==> config.mk <==
export PLATFORM = sky130hd
export DESIGN_NAME = ssp_top
export DESIGN_NICKNAME = d
export VERILOG_FILES = /design/src/ssp_pkg.sv /design/src/ssp_top.sv
export SDC_FILE = /design/constraint.sdc
export NUM_CORES = 1
export LEC_CHECK = 0
export BUFFER_PORTS_ARGS = -buffer_cell sky130_fd_sc_hd__buf_4
export CAP_MARGIN = 20
export CORE_ASPECT_RATIO = 0.75
export CORE_MARGIN = 2
export CORE_UTILIZATION = 55
export DETAILED_ROUTE_END_ITERATION = 10
export PLACE_DENSITY = 0.77
export SLEW_MARGIN = 15
export SYNTH_ARGS = -nofsm -noshare
export SYNTH_HDL_FRONTEND = slang
export SYNTH_SLANG_ARGS = --single-unit
==> constraint.sdc <==
create_clock -name clk -period 2.3 [get_ports clk]
set_input_delay 0.345 -clock clk [delete_from_list [all_inputs] [get_ports clk]]
set_output_delay 0.345 -clock clk [all_outputs]
set_load 0.01 [all_outputs]
==> src/ssp_pkg.sv <==
// Purpose: shared constants and types of the SPI slave port
// Assumes: AXI4-Lite access, one aligned word per register
// Notes: byte address of a register is four times its index
//
// Overview of operation
// - Select high returns transfer state and bit counter to idle.
// - Select rising mid-byte stops shifting; partial data is dropped.
// - Unbuffered and deselected, SCK is ignored but data writes land.
// - Master selects by pulling select low; shifting starts at next SCK.
// - Unbuffered mode sets the done flag after a whole byte.
// - Unbuffered write during a transfer is dropped, collision flag set.
// - Buffer enable adds a transmit buffer; wait bit picks sub-mode.
// - Buffered, wait clear: writes fill buffer; first byte is a dummy.
// - Write into full buffer while empty flag is low is lost.
// - Empty flag clears on buffer write, sets when buffer enters shifter.
// - Buffered receive flag sets one cycle after empty flag rises.
// - Transfer flag sets one cycle later, only when nothing is left.
// - Wait set: first write while deselected loads shifter next cycle.
// - Four polarity and phase modes; launch and capture on opposite edges.
// - Control bit 6 picks order: 0 MSB first, 1 LSB first.
// - One interrupt output fed by select, empty, transfer, receive flags.
// - Interrupt asserted while any enabled flag stays set.
// - Runs in idle sleep; deeper sleep aborts any transfer.
// - Modes 0,1 idle low, 2,3 idle high; even modes sample leading edge.
// - Unbuffered done flag clears on interrupt taken or flag-read-then-data.
// - Buffered receive flag follows unread data; writing one clears it.

package ssp_pkg;

    // ****************************************
    // Register indices and reset values
    // ****************************************
    localparam logic [2:0] IDX_CTL_PRI = 3'h0;
    localparam logic [2:0] IDX_CTL_SEC = 3'h1;
    localparam logic [2:0] IDX_IRQ_EN = 3'h2;
    localparam logic [2:0] IDX_IRQ_FLG = 3'h3;
    localparam logic [2:0] IDX_DATA = 3'h4;
    localparam logic [7:0] RST_CTL_PRI = 8'h00;
    localparam logic [7:0] RST_CTL_SEC = 8'h00;
    localparam logic [7:0] RST_IRQ_EN = 8'h00;
    localparam logic [7:0] RST_IRQ_FLG = 8'h00;
    localparam logic [7:0] RST_DATA = 8'h00;

    // Implemented bits; the rest read zero
    localparam logic [7:0] MSK_CTL_PRI = 8'h77;
    localparam logic [7:0] MSK_CTL_SEC = 8'hc7;
    localparam logic [7:0] MSK_IRQ_EN = 8'hf1;
    localparam logic [7:0] MSK_IRQ_FLG = 8'hf1;
    localparam logic [7:0] MSK_IRQ_BUF = 8'hf0;

    // ****************************************
    // Field positions
    // ****************************************
    localparam int B_ENABLE = 0;
    localparam int B_ORDER = 6;
    localparam int B_BUF_MODE = 7;
    localparam int B_BUF_WAIT = 6;
    localparam int B_PHASE = 0;
    localparam int B_POLAR = 1;
    localparam int B_IRQ_PLAIN = 0;
    localparam int B_RCV_DONE = 7;
    localparam int B_XFER_DONE = 6;
    localparam int B_BUF_FREE = 5;
    localparam int B_SEL_TRIG = 4;
    localparam int B_OVERFLOW = 0;
    localparam logic [2:0] LAST_BIT = 3'h7;
    localparam logic [1:0] RX_FULL = 2'h2;

    // Bus answers
    localparam logic [1:0] RESP_OKAY = 2'h0;
    localparam logic [1:0] RESP_SLVERR = 2'h2;

    // ****************************************
    // Types
    // ****************************************
    typedef struct packed {
        logic sck;
        logic mosi;
        logic sel_n;
    } ssp_pin_t;
    localparam ssp_pin_t PIN_RST = '{sck: 1'b0, mosi: 1'b0, sel_n: 1'b1};

    typedef enum logic {ST_IDLE, ST_SHIFT} ssp_st_t;

endpackage

==> src/ssp_top.sv <==
// Purpose: slave side of an 8-bit SPI port with AXI4-Lite registers
// Assumes: clk 20 MHz; SCK high and low each last over three clk
// Notes: master, prescaler and select-disable bits are stored only
//
// Chosen here: register access over AXI4-Lite.
`timescale 1ns/1ps
`default_nettype none

module ssp_top
    import ssp_pkg::*;
#(
    parameter int AW = 5
)
(
    input wire logic clk,
    input wire logic rst_n,
    input wire logic [AW-1:0] s_axi_awaddr,
    input wire logic s_axi_awvalid,
    output logic s_axi_awready,
    input wire logic [31:0] s_axi_wdata,
    input wire logic [3:0] s_axi_wstrb,
    input wire logic s_axi_wvalid,
    output logic s_axi_wready,
    output logic [1:0] s_axi_bresp,
    output logic s_axi_bvalid,
    input wire logic s_axi_bready,
    input wire logic [AW-1:0] s_axi_araddr,
    input wire logic s_axi_arvalid,
    output logic s_axi_arready,
    output logic [31:0] s_axi_rdata,
    output logic [1:0] s_axi_rresp,
    output logic s_axi_rvalid,
    input wire logic s_axi_rready,
    input wire logic sck_pin,
    input wire logic mosi_pin,
    input wire logic sel_n_pin,
    output logic miso_o,
    output logic miso_oe,
    input wire logic sleep_deep,
    input wire logic irq_ack,
    output logic irq
);

    if (AW < 5)
    begin : g_bad_aw
        $error("ssp_top: AW must be at least 5");
    end

    // ****************************************
    // Declarations
    // ****************************************
    ssp_pin_t s1_q, s2_q, s3_q, pin_q, pin_d;
    logic [2:0] agree;
    logic sck_old_q, sel_old_q;
    logic awr_q, awh_q, wr_q, wh_q, bv_q, arr_q, rv_q;
    logic [1:0] bresp_q, rresp_q;
    logic [31:0] rdata_q;
    logic [AW-3:0] widx_q, ridx;
    logic [7:0] wd_q;
    logic wb0_q;
    logic aw_take, w_take, wr_go, ar_take, w_bad, r_bad;
    logic wpa, wsb, wen, wfl, wdt, rd_flg, rd_dat;
    logic [7:0] cta_q, ctb_q, ien_q, flg_q, flg_d, fs, fc;
    logic [7:0] rd_byte, ien_eff;
    logic en, buffer_mode_enable, buffer_wait_receive, lsbf, cpol, cpha;
    logic sck_chg, lead, trail, smp, lnch, sel, sel_fall, desel;
    ssp_st_t st_q;
    logic busy, done, obit;
    logic [2:0] cnt_q;
    logic [7:0] sh_q, sh_in, txb_q, rx0_q, rx1_q;
    logic txf_q, first_q, ld_dir, tx_wr, wcol;
    logic [1:0] rxn_q;
    logic pop, rx_empty, plain_clr, seen_q;
    logic d1_q, d2_q, txe_q, irq_src;
    logic miso_q, moe_q, irq_q;

    // ****************************************
    // Pin synchroniser
    // ****************************************
    // A bit is taken once the second and third stages agree
    assign agree = ~(s2_q ^ s3_q);
    assign pin_d = ssp_pin_t'((pin_q & ~agree) | (s3_q & agree));

    // Three stages, then filtered value and edge history
    always_ff @(posedge clk or negedge rst_n)
    begin
        if (!rst_n)
        begin
            s1_q <= PIN_RST;
            s2_q <= PIN_RST;
            s3_q <= PIN_RST;
            pin_q <= PIN_RST;
            sck_old_q <= 1'b0;
            sel_old_q <= 1'b1;
        end
        else
        begin
            s1_q <= '{sck: sck_pin, mosi: mosi_pin, sel_n: sel_n_pin};
            s2_q <= s1_q;
            s3_q <= s2_q;
            pin_q <= pin_d;
            sck_old_q <= pin_q.sck;
            sel_old_q <= pin_q.sel_n;
        end
    end

    // ****************************************
    // AXI4-Lite slave
    // ****************************************
    // Address and data are taken in either order; response follows both
    assign aw_take = s_axi_awvalid & awr_q;
    assign w_take = s_axi_wvalid & wr_q;
    assign wr_go = awh_q & wh_q & ~bv_q;
    assign ar_take = s_axi_arvalid & arr_q;
    assign ridx = s_axi_araddr[AW-1:2];
    assign w_bad = widx_q > (AW-2)'(IDX_DATA);
    assign r_bad = ridx > (AW-2)'(IDX_DATA);

    // Write side handshake
    always_ff @(posedge clk or negedge rst_n)
    begin
        if (!rst_n)
        begin
            awh_q <= 1'b0;
            wh_q <= 1'b0;
            awr_q <= 1'b1;
            wr_q <= 1'b1;
            bv_q <= 1'b0;
            bresp_q <= RESP_OKAY;
            widx_q <= '0;
            wd_q <= 8'h00;
            wb0_q <= 1'b0;
        end
        else
        begin
            awh_q <= aw_take | (awh_q & ~wr_go);
            awr_q <= ~(aw_take | (awh_q & ~wr_go));
            wh_q <= w_take | (wh_q & ~wr_go);
            wr_q <= ~(w_take | (wh_q & ~wr_go));
            if (aw_take)
                widx_q <= s_axi_awaddr[AW-1:2];
            if (w_take)
            begin
                wd_q <= s_axi_wdata[7:0];
                wb0_q <= s_axi_wstrb[0];
            end
            if (wr_go)
            begin
                bv_q <= 1'b1;
                bresp_q <= w_bad ? RESP_SLVERR : RESP_OKAY;
            end
            else if (bv_q & s_axi_bready)
                bv_q <= 1'b0;
        end
    end

    // Read side; data captured at the address hand-shake
    always_ff @(posedge clk or negedge rst_n)
    begin
        if (!rst_n)
        begin
            arr_q <= 1'b1;
            rv_q <= 1'b0;
            rdata_q <= 32'h0000_0000;
            rresp_q <= RESP_OKAY;
        end
        else if (ar_take)
        begin
            arr_q <= 1'b0;
            rv_q <= 1'b1;
            rdata_q <= {24'h00_0000, rd_byte};
            rresp_q <= r_bad ? RESP_SLVERR : RESP_OKAY;
        end
        else if (rv_q & s_axi_rready)
        begin
            arr_q <= 1'b1;
            rv_q <= 1'b0;
        end
    end

    // Register strobes; byte lane 0 carries every register
    assign wpa = wr_go & wb0_q & (widx_q == (AW-2)'(IDX_CTL_PRI));
    assign wsb = wr_go & wb0_q & (widx_q == (AW-2)'(IDX_CTL_SEC));
    assign wen = wr_go & wb0_q & (widx_q == (AW-2)'(IDX_IRQ_EN));
    assign wfl = wr_go & wb0_q & (widx_q == (AW-2)'(IDX_IRQ_FLG));
    assign wdt = wr_go & wb0_q & (widx_q == (AW-2)'(IDX_DATA));
    assign rd_flg = ar_take & (ridx == (AW-2)'(IDX_IRQ_FLG));
    assign rd_dat = ar_take & (ridx == (AW-2)'(IDX_DATA));

    // Read selection; holes answer zero with an error
    assign rd_byte = (ridx == (AW-2)'(IDX_CTL_PRI)) ? cta_q :
                     (ridx == (AW-2)'(IDX_CTL_SEC)) ? ctb_q :
                     (ridx == (AW-2)'(IDX_IRQ_EN)) ? ien_q :
                     (ridx == (AW-2)'(IDX_IRQ_FLG)) ? flg_q :
                     (ridx == (AW-2)'(IDX_DATA)) ? rx0_q : 8'h00;

    // Control registers
    always_ff @(posedge clk or negedge rst_n)
    begin
        if (!rst_n)
        begin
            cta_q <= RST_CTL_PRI;
            ctb_q <= RST_CTL_SEC;
            ien_q <= RST_IRQ_EN;
        end
        else
        begin
            if (wpa)
                cta_q <= wd_q & MSK_CTL_PRI;
            if (wsb)
                ctb_q <= wd_q & MSK_CTL_SEC;
            if (wen)
                ien_q <= wd_q & MSK_IRQ_EN;
        end
    end

    // ****************************************
    // Serial engine
    // ****************************************
    assign en = cta_q[B_ENABLE];
    assign lsbf = cta_q[B_ORDER];
    assign buffer_mode_enable = ctb_q[B_BUF_MODE];
    assign buffer_wait_receive = ctb_q[B_BUF_WAIT];
    assign cpol = ctb_q[B_POLAR];
    assign cpha = ctb_q[B_PHASE];

    // Leading edge leaves the idle level; phase picks the sample edge
    assign sck_chg = pin_q.sck ^ sck_old_q;
    assign lead = sck_chg & (pin_q.sck ^ cpol);
    assign trail = sck_chg & ~(pin_q.sck ^ cpol);
    assign smp = cpha ? trail : lead;
    assign lnch = cpha ? lead : trail;

    // Deep sleep deselects, so a running byte is abandoned
    assign sel = en & ~pin_q.sel_n & ~sleep_deep;
    assign sel_fall = en & sel_old_q & ~pin_q.sel_n;
    assign desel = ~sel_old_q & pin_q.sel_n;
    assign busy = (st_q == ST_SHIFT);
    assign done = sel & smp & (cnt_q == LAST_BIT);
    assign sh_in = lsbf ? {pin_q.mosi, sh_q[7:1]} : {sh_q[6:0], pin_q.mosi};
    assign obit = lsbf ? sh_q[0] : sh_q[7];

    // Data writes: direct load, buffer, collision or loss
    assign ld_dir = wdt & (buffer_mode_enable ? (buffer_wait_receive & en & pin_q.sel_n & first_q) : ~busy);
    assign wcol = wdt & ~buffer_mode_enable & busy;
    assign tx_wr = wdt & buffer_mode_enable & ~ld_dir & ~txf_q;

    // Transfer state and bit counter
    always_ff @(posedge clk or negedge rst_n)
    begin
        if (!rst_n)
        begin
            st_q <= ST_IDLE;
            cnt_q <= 3'h0;
        end
        else if (!sel)
        begin
            st_q <= ST_IDLE;
            cnt_q <= 3'h0;
        end
        else if (smp)
        begin
            st_q <= done ? ST_IDLE : ST_SHIFT;
            cnt_q <= cnt_q + 3'h1;
        end
    end

    // Shifter; at byte end the buffer, if full, takes over
    always_ff @(posedge clk or negedge rst_n)
    begin
        if (!rst_n)
            sh_q <= RST_DATA;
        else if (ld_dir)
            sh_q <= wd_q;
        else if (done)
            sh_q <= (buffer_mode_enable & txf_q) ? txb_q : sh_in;
        else if (sel & smp)
            sh_q <= sh_in;
    end

    // Transmit buffer, only used in buffered mode
    always_ff @(posedge clk or negedge rst_n)
    begin
        if (!rst_n)
        begin
            txb_q <= RST_DATA;
            txf_q <= 1'b0;
            first_q <= 1'b1;
        end
        else
        begin
            if (tx_wr)
                txb_q <= wd_q;
            if (tx_wr)
                txf_q <= 1'b1;
            else if (done & buffer_mode_enable)
                txf_q <= 1'b0;
            if (desel)
                first_q <= 1'b1;
            else if (ld_dir & buffer_mode_enable)
                first_q <= 1'b0;
        end
    end

    // ****************************************
    // Receive buffer
    // ****************************************
    // Two entries when buffered, one overwritten entry otherwise
    assign pop = rd_dat & (rxn_q != 2'h0);
    assign rx_empty = pop & (rxn_q == 2'h1) & ~done;

    always_ff @(posedge clk or negedge rst_n)
    begin
        if (!rst_n)
        begin
            rx0_q <= RST_DATA;
            rx1_q <= RST_DATA;
            rxn_q <= 2'h0;
        end
        else if (done & ~buffer_mode_enable)
        begin
            rx0_q <= sh_in;
            rxn_q <= 2'h1;
        end
        else if (done & pop)
        begin
            rx0_q <= (rxn_q == RX_FULL) ? rx1_q : sh_in;
            rx1_q <= sh_in;
        end
        else if (done & (rxn_q == 2'h0))
        begin
            rx0_q <= sh_in;
            rxn_q <= 2'h1;
        end
        else if (done & (rxn_q == 2'h1))
        begin
            rx1_q <= sh_in;
            rxn_q <= RX_FULL;
        end
        else if (pop)
        begin
            rx0_q <= rx1_q;
            rxn_q <= rxn_q - 2'h1;
        end
    end

    // ****************************************
    // Flags and interrupt
    // ****************************************
    assign plain_clr = irq_ack | (seen_q & (rd_dat | wdt));

    // Set terms win over every clear in the same cycle
    always_comb
    begin
        fs = 8'h00;
        fc = wfl ? wd_q : 8'h00;
        fs[B_RCV_DONE] = buffer_mode_enable ? d1_q : done;
        fs[B_XFER_DONE] = buffer_mode_enable ? (d2_q & txe_q) : wcol;
        fs[B_BUF_FREE] = buffer_mode_enable & done & txf_q;
        fs[B_SEL_TRIG] = buffer_mode_enable & sel_fall;
        fs[B_OVERFLOW] = buffer_mode_enable & done & ~pop & (rxn_q == RX_FULL);
        fc[B_RCV_DONE] = fc[B_RCV_DONE] | (buffer_mode_enable ? rx_empty : plain_clr);
        fc[B_XFER_DONE] = fc[B_XFER_DONE] | (~buffer_mode_enable & plain_clr);
        fc[B_BUF_FREE] = fc[B_BUF_FREE] | tx_wr;
    end
    assign flg_d = ((flg_q & ~fc) | fs) & MSK_IRQ_FLG;

    // Unbuffered mode has one enable, steering the done flag
    assign ien_eff = buffer_mode_enable ? (ien_q & MSK_IRQ_BUF) : (8'(ien_q[B_IRQ_PLAIN]) << B_RCV_DONE);
    assign irq_src = |(flg_q & ien_eff);

    // Flags, completion pipeline and pins
    always_ff @(posedge clk or negedge rst_n)
    begin
        if (!rst_n)
        begin
            flg_q <= RST_IRQ_FLG;
            seen_q <= 1'b0;
            d1_q <= 1'b0;
            d2_q <= 1'b0;
            txe_q <= 1'b0;
            irq_q <= 1'b0;
        end
        else
        begin
            flg_q <= flg_d;
            seen_q <= rd_flg ? (flg_q[B_RCV_DONE] | flg_q[B_XFER_DONE]) : (seen_q & ~(rd_dat | wdt));
            d1_q <= done & buffer_mode_enable;
            d2_q <= d1_q;
            if (done)
                txe_q <= ~txf_q;
            irq_q <= irq_src;
        end
    end

    // Cpha 0 presents the bit before the first leading edge
    always_ff @(posedge clk or negedge rst_n)
    begin
        if (!rst_n)
        begin
            miso_q <= 1'b0;
            moe_q <= 1'b0;
        end
        else
        begin
            if (!sel | lnch | (~cpha & ~busy))
                miso_q <= obit;
            moe_q <= sel;
        end
    end

    assign s_axi_awready = awr_q;
    assign s_axi_wready = wr_q;
    assign s_axi_bvalid = bv_q;
    assign s_axi_bresp = bresp_q;
    assign s_axi_arready = arr_q;
    assign s_axi_rvalid = rv_q;
    assign s_axi_rdata = rdata_q;
    assign s_axi_rresp = rresp_q;
    assign miso_o = miso_q;
    assign miso_oe = moe_q;
    assign irq = irq_q;
endmodule // ssp_top

`default_nettype wire

; ---- Yosys cells after proc, flatten, opt, wreduce, memory -nomap -nowiden
; Cells that the tools add are included.
[totals]
reg_bits = 113
wordCells = 227
[classes]
addsub = 2
order_cmp = 2
n_eq_ne = 15
n_mux = 51
bitwise = 93
reduce_logical = 17
[ops]
columns = cell, n
row1 = two-way mux 8 bit, 21
row2 = AND 1 bit, 54
row3 = two-way mux 1 bit, 21
row4 = inverter 1 bit, 17
row5 = AND 8 bit, 2
row6 = two-way mux 2 bit, 7
row7 = "equality test 3 x 2 -> 1 bit, second input constant", 4
row8 = nonzero test 2 bit, 6
row9 = bitwise OR 1 bit, 10
row10 = "equality test 3 bit, second input constant", 3
row11 = inverter 8 bit, 1
row12 = bitwise OR 8 bit, 1
row13 = nonzero test 4 bit, 2
row14 = OR reduction 8 bit, 1
row15 = AND 3 bit, 2
row16 = "equality test 3 x 1 -> 1 bit, second input constant", 2
row17 = "> comparator 3 bit, second input constant", 2
row18 = zero test 3 bit, 2
row19 = two-way mux 3 bit, 2
row20 = "inequality test 2 bit, second input constant", 3
row21 = inverter 3 bit, 2
row22 = "inequality test 4 bit, second input constant", 1
row23 = AND reduction 2 bit, 2
row24 = "adder 3 x 1 -> 3 bit, second input constant", 1
row25 = other kinds (10), 11

; ---- Depth between registers and ports, before layout
; Gate-level depths: netlist (run 1).
[logic_depth]
word_depth = 13
mapped_depth = 9
depth_no_buf = 7

; ---- Worst setup path after synthesis (run 1)
; Ideal clock, no wire load.
[synth_path]
kind = register -> register
startpoint = register bv_q, in the netlist s_axi_bvalid
endpoint = register txb_q[0]
setup_ps = 125
arrival_time_ps = 1913
required_ps = 2175
path_slack_ps = 263
stages_incl_launch_ff = 6
path_buffers = 1
path_cell_list = dfrtp_1 > nand3b_4 > or4_1 > buf_2 > nor3_4 > mux2_2
[synth_between]
elab_chain_cells = 8
word_cells_on_any_way = 9
cone_classes = bitwise: 9
[synth_lines]
columns = item, line
row1 = from (decl), ssp_top.sv:55  ; logic awr_q, awh_q, wr_q, wh_q, bv_q, arr_q, rv_q;
row2 = from (signal assigned), ssp_top.sv:128  ; bv_q <= 1'b0;
row3 = from (signal assigned), ssp_top.sv:149  ; bv_q <= 1'b1;
row4 = from (signal assigned), ssp_top.sv:153  ; bv_q <= 1'b0;
row5 = inverter 1 bit (*), ssp_top.sv:113  ; assign wr_go = awh_q & wh_q & ~bv_q;
row6 = AND 1 bit (*), ssp_top.sv:113
row7 = AND 1 bit (*) (2 in a row), ssp_top.sv:186  ; assign wdt = wr_go & wb0_q & (widx_q == (AW-2)'(IDX_DATA));
row8 = AND 1 bit, ssp_top.sv:244  ; assign ld_dir = wdt & (buffer_mode_enable ? (buffer_wait_receive & en & pin_q.sel_n & first_q) : ~busy);
row9 = inverter 1 bit, ssp_top.sv:246  ; assign tx_wr = wdt & buffer_mode_enable & ~ld_dir & ~txf_q;
row10 = AND 1 bit (*) (2 in a row), ssp_top.sv:246
row11 = to (signal assigned), ssp_top.sv:293  ; txb_q <= wd_q;
row12 = to (decl), ssp_top.sv:70  ; logic [7:0] sh_q, sh_in, txb_q, rx0_q, rx1_q;
; Every way passes the cells marked *; elsewhere a longest branch is shown, timed or not.
; A chain may end at the register's enable or synchronous reset.

; ---- Final worst setup path (run 1)
[layout_path]
startpoint = register ctb_q[1]
endpoint = register rx0_q[4]
[layout_between]
elab_chain_cells = 10
word_cells_on_any_way = 17
cone_classes = eq/ne: 1 / mux: 4 / bitwise: 10 / reduce/logical: 2
[layout_lines]
columns = item, line
row1 = from (decl), ssp_top.sv:63  ; logic [7:0] cta_q, ctb_q, ien_q, flg_q, flg_d, fs, fc;
row2 = from (signal assigned), ssp_top.sv:211  ; ctb_q <= wd_q & MSK_CTL_SEC;
row3 = bitwise XOR 1 bit (*), "ssp_top.sv:229, ssp_top.sv:230"
row4 = inverter 1 bit, ssp_top.sv:230  ; assign trail = sck_chg & ~(pin_q.sck ^ cpol);
row5 = AND 1 bit, ssp_top.sv:230
row6 = two-way mux 1 bit (*), ssp_top.sv:231  ; assign smp = cpha ? trail : lead;
row7 = AND 1 bit (*) (2 in a row), ssp_top.sv:239  ; assign done = sel & smp & (cnt_q == LAST_BIT);
row8 = AND 1 bit, ssp_top.sv:330  ; else if (done & (rxn_q == 2'h0))
row9 = two-way mux 8 bit, ssp_top.sv:330
row10 = two-way mux 8 bit, ssp_top.sv:325  ; else if (done & pop)
row11 = two-way mux 8 bit, ssp_top.sv:320  ; else if (done & ~buffer_mode_enable)
row12 = to (signal assigned), ssp_top.sv:322  ; rx0_q <= sh_in;
row13 = to (signal assigned), ssp_top.sv:327  ; rx0_q <= (rxn_q == RX_FULL) ? rx1_q : sh_in;
row14 = to (signal assigned), ssp_top.sv:332  ; rx0_q <= sh_in;
row15 = to (decl), ssp_top.sv:70
; Marks and branches as above.

==> summary.txt, run 1 <==
Flow run
  – # Max-Cap Violations: 0

Clock network
  – # hold bufs at CTS: 1
  – Max clock buf depth: 2
  – Root Driver: clkbuf_16
  – Postcts setup bufs: 0
  – Clk sinks: 111
  – Clock Latency Late Sink: 350 ps
  – Clock Pin Slew Worst Setup and Hold Paths: 70 ps
  – H-tree Lvls: 3
  – Clock buffer count from CTS: 9
  – CTS resizes: 0
  – CTS tree: built

STA
  – Final min period: 2050 ps
  – Slew Viols, Final: 0
  – Slew HR: 0.575
  – RSZ-0062 raised after global routing: no
  – Fin. Hold Viols: 0
  – F_max: 488 MHz
  – Worst slew pin tran: about 640 ps
  – Hold WS: 98.4 ps
  – Final setup fails: 0
  – Clock skew: 5.26 ps
  – Period utilization: 0.891
  – Setup_tns: 0 ps
  – Fin worst setup slack: 251 ps

Finish
  – Nets: about 580
  – Area of the multi-input gates: roughly 0.0022 mm^2
  – FF/Latch Area: about 0.0028 mm^2
  – Filler Cell Count: 754
  – Share of layout cells above drive strength 1: 0.263
  – Area growth, synth to finish: 14.4%
  – Antenna Cells: 0
  – Final core occ: 0.654

Die
  – Initial Util: 0.572
  – DIE WIDTH: 116 um
  – Io pins: between 100 and 150
  – Rows: 30
  – Die area: 0.0103 mm^2
  – Total core area: 0.00912 mm^2
  – Die height: between 80 and 90 um

Detailed routing
  – WL/cell: approximately 17 um
  – Remaining antenna violation count: 0
  – DRT Pass-1 Iters: 4
  – Via count: roughly 3600
  – Final WL: about 11 mm
  – Starting DRC count in detailed routing: 236
  – Residual DRC: 0
  – Vias/cell: approximately 5.5

Logic synthesis
  – Synth Area in Simple Gates: 0.110
  – Compound-gate portion of the synthesized area: 0.105
  – EDFF count, synth: 0
  – Yosys warns: 0
  – Most frequent cell after synthesis: dfrtp_1
  – Post-synthesis cell count: ~460
  – Largest family of logic cells by synthesized area: multiplexers
  – Top cells by count, synth: dfrtp_1, nand2_1, mux2_2
  – Synth Area in XOR/XNOR: 0.00480
  – Primary FF master, synth: dfrtp_1
  – Synth Area in Adders: 0.0178
  – Seq cells post-synth: ~110
  – Syn avg cell area: 11.3 um^2
  – Share of the synthesized area in the top cell type: 0.490
  – Mapped cell area: roughly 0.0052 mm^2
  – Ys async rst share: 1.00
  – Post-synthesis mux area share: 0.162
  – Post-synth cell types: 58
  – Largest area contributor in the netlist: dfrtp_1
  – Area contributors post-synth: dfrtp_1, mux2_2, mux2i_1
  – Post-synthesis sequential area ratio: 0.535

Worst setup path
  – Type of origin of the critical path: flip-flop
  – Worst path cell trace: xnor2_2 -> mux2i_1 -> or3_1 -> mux2i_1 -> o21ai_0
  – Setup CP Type: reg2reg
  – CP Data Required Time: 2510 ps
  – Max stage delay on crit path: 460 ps
  – Critical path peak fanout: 8
  – Slowest CP cell: dfrtp_1
  – Critical path capture point type: flip-flop
  – Cell mode on critical path: mux2i_1
  – WP buf/inv: 0
  – CP delay by family, top: multiplexers
  – Critical Path AT: 2260 ps

Power and ir drop
  – Power density cells: 975 mW/mm^2
  – Peak supply drop: 0.920 mV
  – Pleak: between 2 and 3 nW

Global route
  – Vias in the first global route: 3396
  – Initial antenna violation count: 0
  – GR Util All Layers: 0.229
  – Largest net degree at the start of global routing: 52
  – Grt ovf: 0
  – First-pass GRT wire length: 17.5 mm

Place
  – Pre-CTS setup slack: ~250 ps
  – RD Place Congestion: ~0.93
  – DP HPWL: 7.94 mm
  – IO buf count: 44

Worst hold path
  – Worst hold path class: in2reg

Status
  – Run status: complete, no violations
layout make-up:
cell class,count,area share
timing repair buffer,61,0.0814
clock buffer,13,0.0453
tap,128,0.0268
clock inverter,2,0.00252
inverter,18,0.0113
sequential,111,0.467
multi-input combinational,315,0.365
state kept, by name (all words and copies together) (netlist names), 2 cells and up, named ones only:
| signal | flops |
|---|---|
| ctb_q | 5 |
| s2_q | 3 |
| flg_q | 5 |
| rx0_q | 8 |
| ien_q | 5 |
| widx_q | 3 |
| rxn_q | 2 |
| cnt_q | 3 |
| wd_q | 8 |
| txb_q | 8 |
| sh_q | 8 |
| s_axi_rdata | 8 |
| cta_q | 6 |
| s1_q | 3 |
| rx1_q | 8 |
| s3_q | 3 |
final timing paths:
check / depth (start not counted) / slack, ps / to / startpoint
max in group asynchronous: 3 / 1130 / sh_q[7] / rst_n
min reg2reg: 0 / 350 / s2_q[1] / s1_q[1]
min in group asynchronous: 2 / 490 / awh_q / rst_n
min: 1 / 100 / s1_q[0] / sel_n_pin
max reg2reg: 5 / 250 / rx0_q[4] / ctb_q[1]
max: 5 / 250 / rx0_q[4] / ctb_q[1]
layer usage:
layer / wire length [um] / vias to the layer above / track usage
met3: 934 / 10 / 0.0637
li1: - / 1682 / -
met2: 4890 / 123 / 0.339
met4: 108 / 0 / 0.0606
met1: 4900 / 1739 / 0.336
met5: 0 / - / 0
per-stage QoR:
step	power [mW]	instances	area [um^2]
detailed placement	4.35	632	5670
finish	5.82	648	5970
CTS	5.84	648	5970
floorplan	3.72	486	5310
global placement	4.28	632	5670
global route	6.13	648	5970
kinds of logic (layout without fill, tap and decap cells):
family	after synthesis	after routing
AOI/OAI and AO/OA	84	84
xor gates and xnor gates	2	2
adders and majority gates	8	8
buffers and inverters	60	94
DFF	111	111
muxes	75	75
other	1	26
and+or+nand+nor	120	120
cell usage in the layout, fill, tap and decap left out, types with 7 or more instances in the layout:
cell type | netlist | layout
a21oi_1 | 18 | 18
a31oi_1 | 7 | 7
buf_4 | 26 | 58
clkbuf_16 | 0 | 9
conb_1 | 1 | 26
dfrtp_1 | 102 | 102
dfstp_2 | 9 | 9
inv_1 | 16 | 16
mux2_2 | 44 | 44
mux2i_1 | 28 | 28
nand2_1 | 58 | 58
nor2_1 | 27 | 27
o21ai_0 | 26 | 26
report_power, final:
| part | internal (mW) | switching, mW |
|---|---|---|
| clock | 0.818 | 0.662 |
| sequential | 2.38 | 0.505 |
| combinational | 0.732 | 0.717 |
(Power assumes the default switching activity.)
==> inputs of run 2 (changes only) <==
Settings changed: RECOVER_POWER set to 25.
==> run 2 against run 1 <==
Against the previous run:
- critical endpoint unchanged
- combinational power hardly changed
- sequential power hardly changed
- worst hold slack better by 0.83 ps
- sequential share of layout area hardly changed
==> summary.txt, run 2 (synthesis results as in run 1) <==
Finish
  – Share of layout cells above drive strength 1: 0.260 (was 0.263)
  – Antenna Cells: 0 (unchanged)
  – Finished Layout Cells: 648 (unchanged)
  – Area of the multi-input gates: 0.00218 mm^2 (unchanged)
  – Filler Cell Count: 755 (was 754)
  – Commonest cells after routing, fill and taps aside: dfrtp_1, nand2_1, buf_4, mux2_2, mux2i_1 (unchanged)
  – Nets: 579 (unchanged)
  – Area growth, synth to finish: 14.4% (about the same)
  – Final core occ: 0.654 (about the same)
  – Commonest non-fill, non-tap cell in the layout: dfrtp_1 (unchanged)
  – FF/Latch Area: 0.00279 mm^2 (unchanged)

Worst setup path
  – Max stage delay on crit path: 550 ps (was 460 ps)
  – Worst path cell trace: nor2b_1 -> nand2b_1 -> inv_2 -> nand2_1 -> or3_1 -> mux2i_1 -> o21ai_0 (was xnor2_2 -> mux2i_1 -> or3_1 -> mux2i_1 -> o21ai_0)
  – Critical Path AT: 2260 ps (about the same)
  – Crit path from: cta_q[0] (was ctb_q[1])
  – Setup CP Type: reg2reg (unchanged)
  – Slowest CP cell: or3_1 (was dfrtp_1)
  – WP buf/inv: 1 (was 0)
  – Critical path peak fanout: 10 (was 8)
  – Worst R2R Start: cta_q[0] (was ctb_q[1])
  – Critical path capture point type: flip-flop (unchanged)
  – Type of origin of the critical path: flip-flop (unchanged)
  – CP delay by family, top: simple AND/OR/NAND/NOR gates (was multiplexers)
  – CP Data Required Time: 2510 ps (about the same)

Detailed routing
  – Vias/cell: 5.48 (about the same)
  – Via count: 3549 (was 3554)
  – Remaining antenna violation count: 0 (unchanged)
  – M1 WL: 4.91 mm (was 4.90 mm)
  – DRT Pass-1 Iters: 4 (unchanged)
  – Final WL: 10.8 mm (about the same)
  – Highest metal used: met4 (unchanged)
  – Wire length on met3: 927 um (was 934 um)
  – Starting DRC count in detailed routing: 229 (was 236)
  – Met2 WL post-DR: 4.86 mm (was 4.89 mm)
  – WL/cell: 16.7 um (about the same)
  – Residual DRC: 0 (unchanged)

Place
  – IO buf count: 44 (unchanged)
  – Pre-CTS setup slack: 249 ps (unchanged)
  – Post-placement cell count: 632 (unchanged)
  – DP HPWL: 7.94 mm (unchanged)
  – RD Place Congestion: 0.932 (unchanged)

STA
  – Final setup fails: 0 (unchanged)
  – Setup_tns: 0 ps (unchanged)
  – Fin. Hold Viols: 0 (unchanged)
  – Slew HR: 0.389 (was 0.575)
  – Final min period: 2060 ps (was 2050 ps)
  – Fin worst setup slack: 244 ps (was 251 ps)
  – Worst slew pin tran: 917 ps (was 638 ps)
  – RSZ-0062 raised after global routing: no (unchanged)
  – Slew Viols, Final: 0 (unchanged)
  – Clock skew: 5.39 ps (was 5.26 ps)
  – F_max: 486 MHz (was 488 MHz)
  – Period utilization: 0.894 (was 0.891)

Power and ir drop
  – Switching Fraction: 0.324 (about the same)
  – Comb pwr share: 0.249 (about the same)
  – Pleak: 2.84 nW (about the same)
  – Net Sw Power: 1.89 mW (was 1.88 mW)
  – Clock share of power: 0.255 (was 0.254)
  – Pint: 3.93 mW (about the same)
  – Sequential Power Share: 0.496 (about the same)
  – Overall power: 5.82 mW (about the same)
  – Power density cells: 975 mW/mm^2 (about the same)
  – Peak supply drop: 0.920 mV (about the same)

Clock network
  – Clock Latency Late Sink: 350 ps (about the same)
  – Clock Pin Slew Worst Setup and Hold Paths: 70 ps (about the same)
  – CTS resizes: 0 (unchanged)
  – Max clock buf depth: 2 (unchanged)
  – Root Driver: clkbuf_16 (unchanged)
  – H-tree Lvls: 3 (unchanged)
  – Clock buffer count from CTS: 9 (unchanged)
  – Postcts setup bufs: 0 (unchanged)
  – CTS tree: built (unchanged)
  – Clk sinks: 111 (unchanged)

Global route
  – GR Util All Layers: 0.229 (unchanged)
  – Vias in the first global route: 3396 (unchanged)
  – Grt ovf: 0 (unchanged)
  – Initial antenna violation count: 0 (unchanged)
  – First-pass GRT wire length: 17.5 mm (unchanged)
  – Largest net degree at the start of global routing: 52 (unchanged)

Die
  – Io pins: 102 (unchanged)
  – Total core area: 0.00912 mm^2 (unchanged)
  – Rows: 30 (unchanged)
  – DIE WIDTH: 116 um (unchanged)
  – Die area: 0.0103 mm^2 (unchanged)
  – Die height: 88.3 um (unchanged)
  – Initial Util: 0.572 (unchanged)

Status
  – Run status: complete, no violations (unchanged)

Flow run
  – # Max-Cap Violations: 0 (unchanged)

Worst hold path
  – Hold_sp: sel_n_pin (unchanged)
  – Worst hold path class: in2reg (unchanged)
-- run 2: cell types whose count changed in the layout (fill, tap and decap cells not counted), sizes merged --
| cell | before | now |
|---|---|---|
| clkbuf | 13 | 17 |
| buf | 60 | 56 |
-- run 2: final timing paths --
| check | endpoint | slack, ps | cells past startpoint |
|---|---|---|---|
| max in group asynchronous | sh_q[7] | 790 | 3 |
| min | s1_q[0] | 100 | 1 |
| min in group asynchronous | awh_q | 660 | 2 |
| max reg2reg | rx0_q[4] | 240 | 7 |
| min reg2reg | s2_q[1] | 350 | 0 |
| max | rx0_q[4] | 240 | 7 |
-- run 2: repair_timing --
| item | 4_1_cts | 5_1_grt |
|---|---|---|
| hold buffers | 1 | 0 |
| hold endpoints to repair | 26 | 0 |
| setup endpoints to repair | 0 | 0 |
-- run 2: area by class of cell --
type | instances | share of cell area
multi-input combinational | 315 | 0.365
tap | 128 | 0.0269
clock buffer | 13 | 0.0453
timing repair buffer | 61 | 0.0810
sequential | 111 | 0.468
inverter | 18 | 0.0113
clock inverter | 2 | 0.00252
-- run 2: metal layers --
| layer | up-vias | track usage |
|---|---|---|
| met3 | 11 | 0.0637 |
| met1 | 1735 | 0.336 |
| met4 | 0 | 0.0606 |
| met5 | - | 0 |
| met2 | 121 | 0.339 |
| li1 | 1682 | - |
-- run 2: power by group through the flow --
stage,Sequential (mW),Combinational (mW),Clock [mW]
6_report,2.89,1.45,1.48
5_1_grt,2.95,1.60,1.59
4_1_cts,2.88,1.45,1.51
3_5_place_dp,2.91,1.44,0
3_3_place_gp,2.89,1.39,0
2_1_floorplan,2.73,0.989,0
-- run 2: per-stage QoR --
stage / area (um^2) / hold slack [ps]
finish: 5960 / 99.3
CTS: 5970 / 91.8
global route: 5960 / 85.5
detailed placement: 5670 / 331
floorplan: 5310 / 49.4
global placement: 5670 / 330
==> inputs of run 3 (changes only) <==
Settings changed: RECOVER_POWER 25 to 100.
==> run 3 against run 2 <==
Against the previous run:
- critical path depth is 2 lower
- clock skew hardly changed
- sequential power hardly changed
- fmax is 1.7% lower
- cell count stayed put
- worst setup slack worse by 35 ps
- first-iteration DRC count is 8.3% higher
- power is 1.8% lower
- non-clock buffer count stayed put
- critical path type unchanged
==> summary.txt, run 3 (synthesis results as in run 1) <==
STA
  – Final setup fails: 0 (unchanged)
  – Fin. Hold Viols: 0 (unchanged)
  – Slew HR: 0.406 (was 0.389)
  – Hold WS: 98.9 ps (was 99.3 ps)
  – Slew Viols, Final: 0 (unchanged)
  – Final min period: 2090 ps (was 2060 ps)
  – RSZ-0062 raised after global routing: no (unchanged)
  – F_max: 478 MHz (was 486 MHz)
  – Fin worst setup slack: 209 ps (was 244 ps)
  – Clock skew: 5.49 ps (was 5.39 ps)
  – Setup_tns: 0 ps (unchanged)
  – Worst slew pin tran: 891 ps (was 917 ps)
  – Period utilization: 0.909 (was 0.894)

Worst hold path
  – Worst hold path class: in2reg (unchanged)

Finish
  – Share of layout cells above drive strength 1: 0.212 (was 0.260)
  – Area growth, synth to finish: 12.2% (was 14.4%)
  – Finished Layout Cells: 648 (unchanged)
  – Antenna Cells: 0 (unchanged)
  – Commonest cells after routing, fill and taps aside: dfrtp_1, nand2_1, mux2_2, buf_4, mux2i_1 (was dfrtp_1, nand2_1, buf_4, mux2_2, mux2i_1)
  – Nets: 579 (unchanged)
  – Commonest non-fill, non-tap cell in the layout: dfrtp_1 (unchanged)
  – Filler Cell Count: 780 (was 755)

Clock network
  – H-tree Lvls: 3 (unchanged)
  – Clock Latency Late Sink: 350 ps (about the same)
  – Root Driver: clkbuf_16 (unchanged)
  – Postcts setup bufs: 0 (unchanged)
  – Max clock buf depth: 2 (unchanged)
  – Clock buffer count from CTS: 9 (unchanged)
  – Clock Pin Slew Worst Setup and Hold Paths: 70 ps (about the same)
  – Clk sinks: 111 (unchanged)
  – CTS tree: built (unchanged)

Worst setup path
  – Critical Path AT: 2320 ps (was 2260 ps)
  – CP Data Required Time: 2530 ps (was 2510 ps)
  – Slowest CP cell: or4_1 (was or3_1)
  – Type of origin of the critical path: flip-flop (unchanged)
  – Max stage delay on crit path: 530 ps (was 550 ps)
  – Setup CP Type: reg2reg (unchanged)
  – Worst path cell trace: nand3b_4 -> or4_1 -> nor3_1 -> buf_12 -> mux2_2 (was nor2b_1 -> nand2b_1 -> inv_2 -> nand2_1 -> or3_1 -> mux2i_1 -> o21ai_0)
  – Critical path capture point type: flip-flop (unchanged)
  – Critical path peak fanout: 9 (was 10)

Power and ir drop
  – Comb pwr share: 0.236 (was 0.249)
  – Peak supply drop: 0.879 mV (was 0.920 mV)
  – Pint: 3.84 mW (was 3.93 mW)
  – Sequential Power Share: 0.504 (was 0.496)
  – Power density cells: 977 mW/mm^2 (was 975 mW/mm^2)
  – Net Sw Power: 1.88 mW (was 1.89 mW)
  – Clock share of power: 0.259 (was 0.255)
  – Switching Fraction: 0.328 (was 0.324)
  – Pleak: 2.73 nW (was 2.84 nW)

Place
  – RD Place Congestion: 0.932 (unchanged)
  – Post-placement cell count: 632 (unchanged)
  – IO buf count: 44 (unchanged)
  – DP HPWL: 7.94 mm (unchanged)
  – Pre-CTS setup slack: 249 ps (unchanged)

Global route
  – Vias in the first global route: 3396 (unchanged)
  – First-pass GRT wire length: 17.5 mm (unchanged)
  – Grt ovf: 0 (unchanged)
  – GR Util All Layers: 0.229 (unchanged)
  – Largest net degree at the start of global routing: 52 (unchanged)
  – Initial antenna violation count: 0 (unchanged)

Die
  – Initial Util: 0.572 (unchanged)
  – Die height: 88.3 um (unchanged)
  – Die area: 0.0103 mm^2 (unchanged)
  – DIE WIDTH: 116 um (unchanged)
  – Rows: 30 (unchanged)
  – Io pins: 102 (unchanged)
  – Total core area: 0.00912 mm^2 (unchanged)

Detailed routing
  – Vias/cell: 5.45 (was 5.48)
  – Wire length on met3: 774 um (was 927 um)
  – WL/cell: 16.7 um (about the same)
  – Remaining antenna violation count: 0 (unchanged)
  – Starting DRC count in detailed routing: 248 (was 229)
  – Residual DRC: 0 (unchanged)
  – DRT Pass-1 Iters: 4 (unchanged)
  – M1 WL: 5.09 mm (was 4.91 mm)
  – Met2 WL post-DR: 4.85 mm (was 4.86 mm)
  – Highest metal used: met4 (unchanged)
  – Final WL: 10.8 mm (about the same)
  – Via count: 3530 (was 3549)

Status
  – Run status: complete, no violations (unchanged)

Flow run
  – # Max-Cap Violations: 0 (unchanged)
run 3: stage by stage:
step                      power, mW   util  cell area [um^2]
after floorplan                3.72      -              5310
after global placement         4.28  0.622              5670
after detailed placement       4.35  0.622              5670
after CTS                      5.84  0.654              5970
after global routing           6.03  0.641              5850
final                          5.71  0.641              5850
run 3: power groups by stage:
stage	registers [mW]	logic (mW)	clock network (mW)
after global routing	2.94	1.50	1.59
after floorplan	2.73	0.989	0
after global placement	2.89	1.39	0
final	2.88	1.35	1.48
after CTS	2.88	1.45	1.51
after detailed placement	2.91	1.44	0
run 3: cell type report:
| class | instances | area (um^2) | area share |
|---|---|---|---|
| flip-flops and latches | 111 | 2790 | 0.477 |
| multi-input cells | 315 | 2170 | 0.371 |
| repair buffers | 61 | 379 | 0.0648 |
| clock buffers | 13 | 270 | 0.0462 |
| well taps | 128 | 160 | 0.0274 |
| inverters | 18 | 67.6 | 0.0116 |
| clock inverters | 2 | 15.0 | 0.00257 |
run 3: routing by layer:
metal | up-vias | track usage
met2 | 106 | 0.339
met4 | 0 | 0.0606
li1 | 1683 | -
met5 | - | 0
met3 | 11 | 0.0637
met1 | 1730 | 0.336
run 3: what timing repair did:
item,4_1_cts,5_1_grt
gates resized for setup,0,0
hold endpoints to repair,26,0
hold buffers,1,0
setup endpoints to repair,0,0
run 3: worst paths after layout:
kind / from / end / slack [ps] / depth (start not counted)
worst max-delay path: s_axi_bvalid / txb_q[7] / 210 / 5
worst min-delay path: sel_n_pin / s1_q[0] / 100 / 1
worst max register to register: s_axi_bvalid / txb_q[7] / 210 / 5
worst min register to register: s1_q[1] / s2_q[1] / 350 / 0
max in group asynchronous: rst_n / rx0_q[5] / 370 / 3
min in group asynchronous: rst_n / awh_q / 650 / 2
run 3: critical path, delay by kind of cell (launching register included):
kind	cells	cell delay, ps
DFF	1	400
buffers and inverters	1	180
muxes	1	330
and+or+nand+nor	3	1060
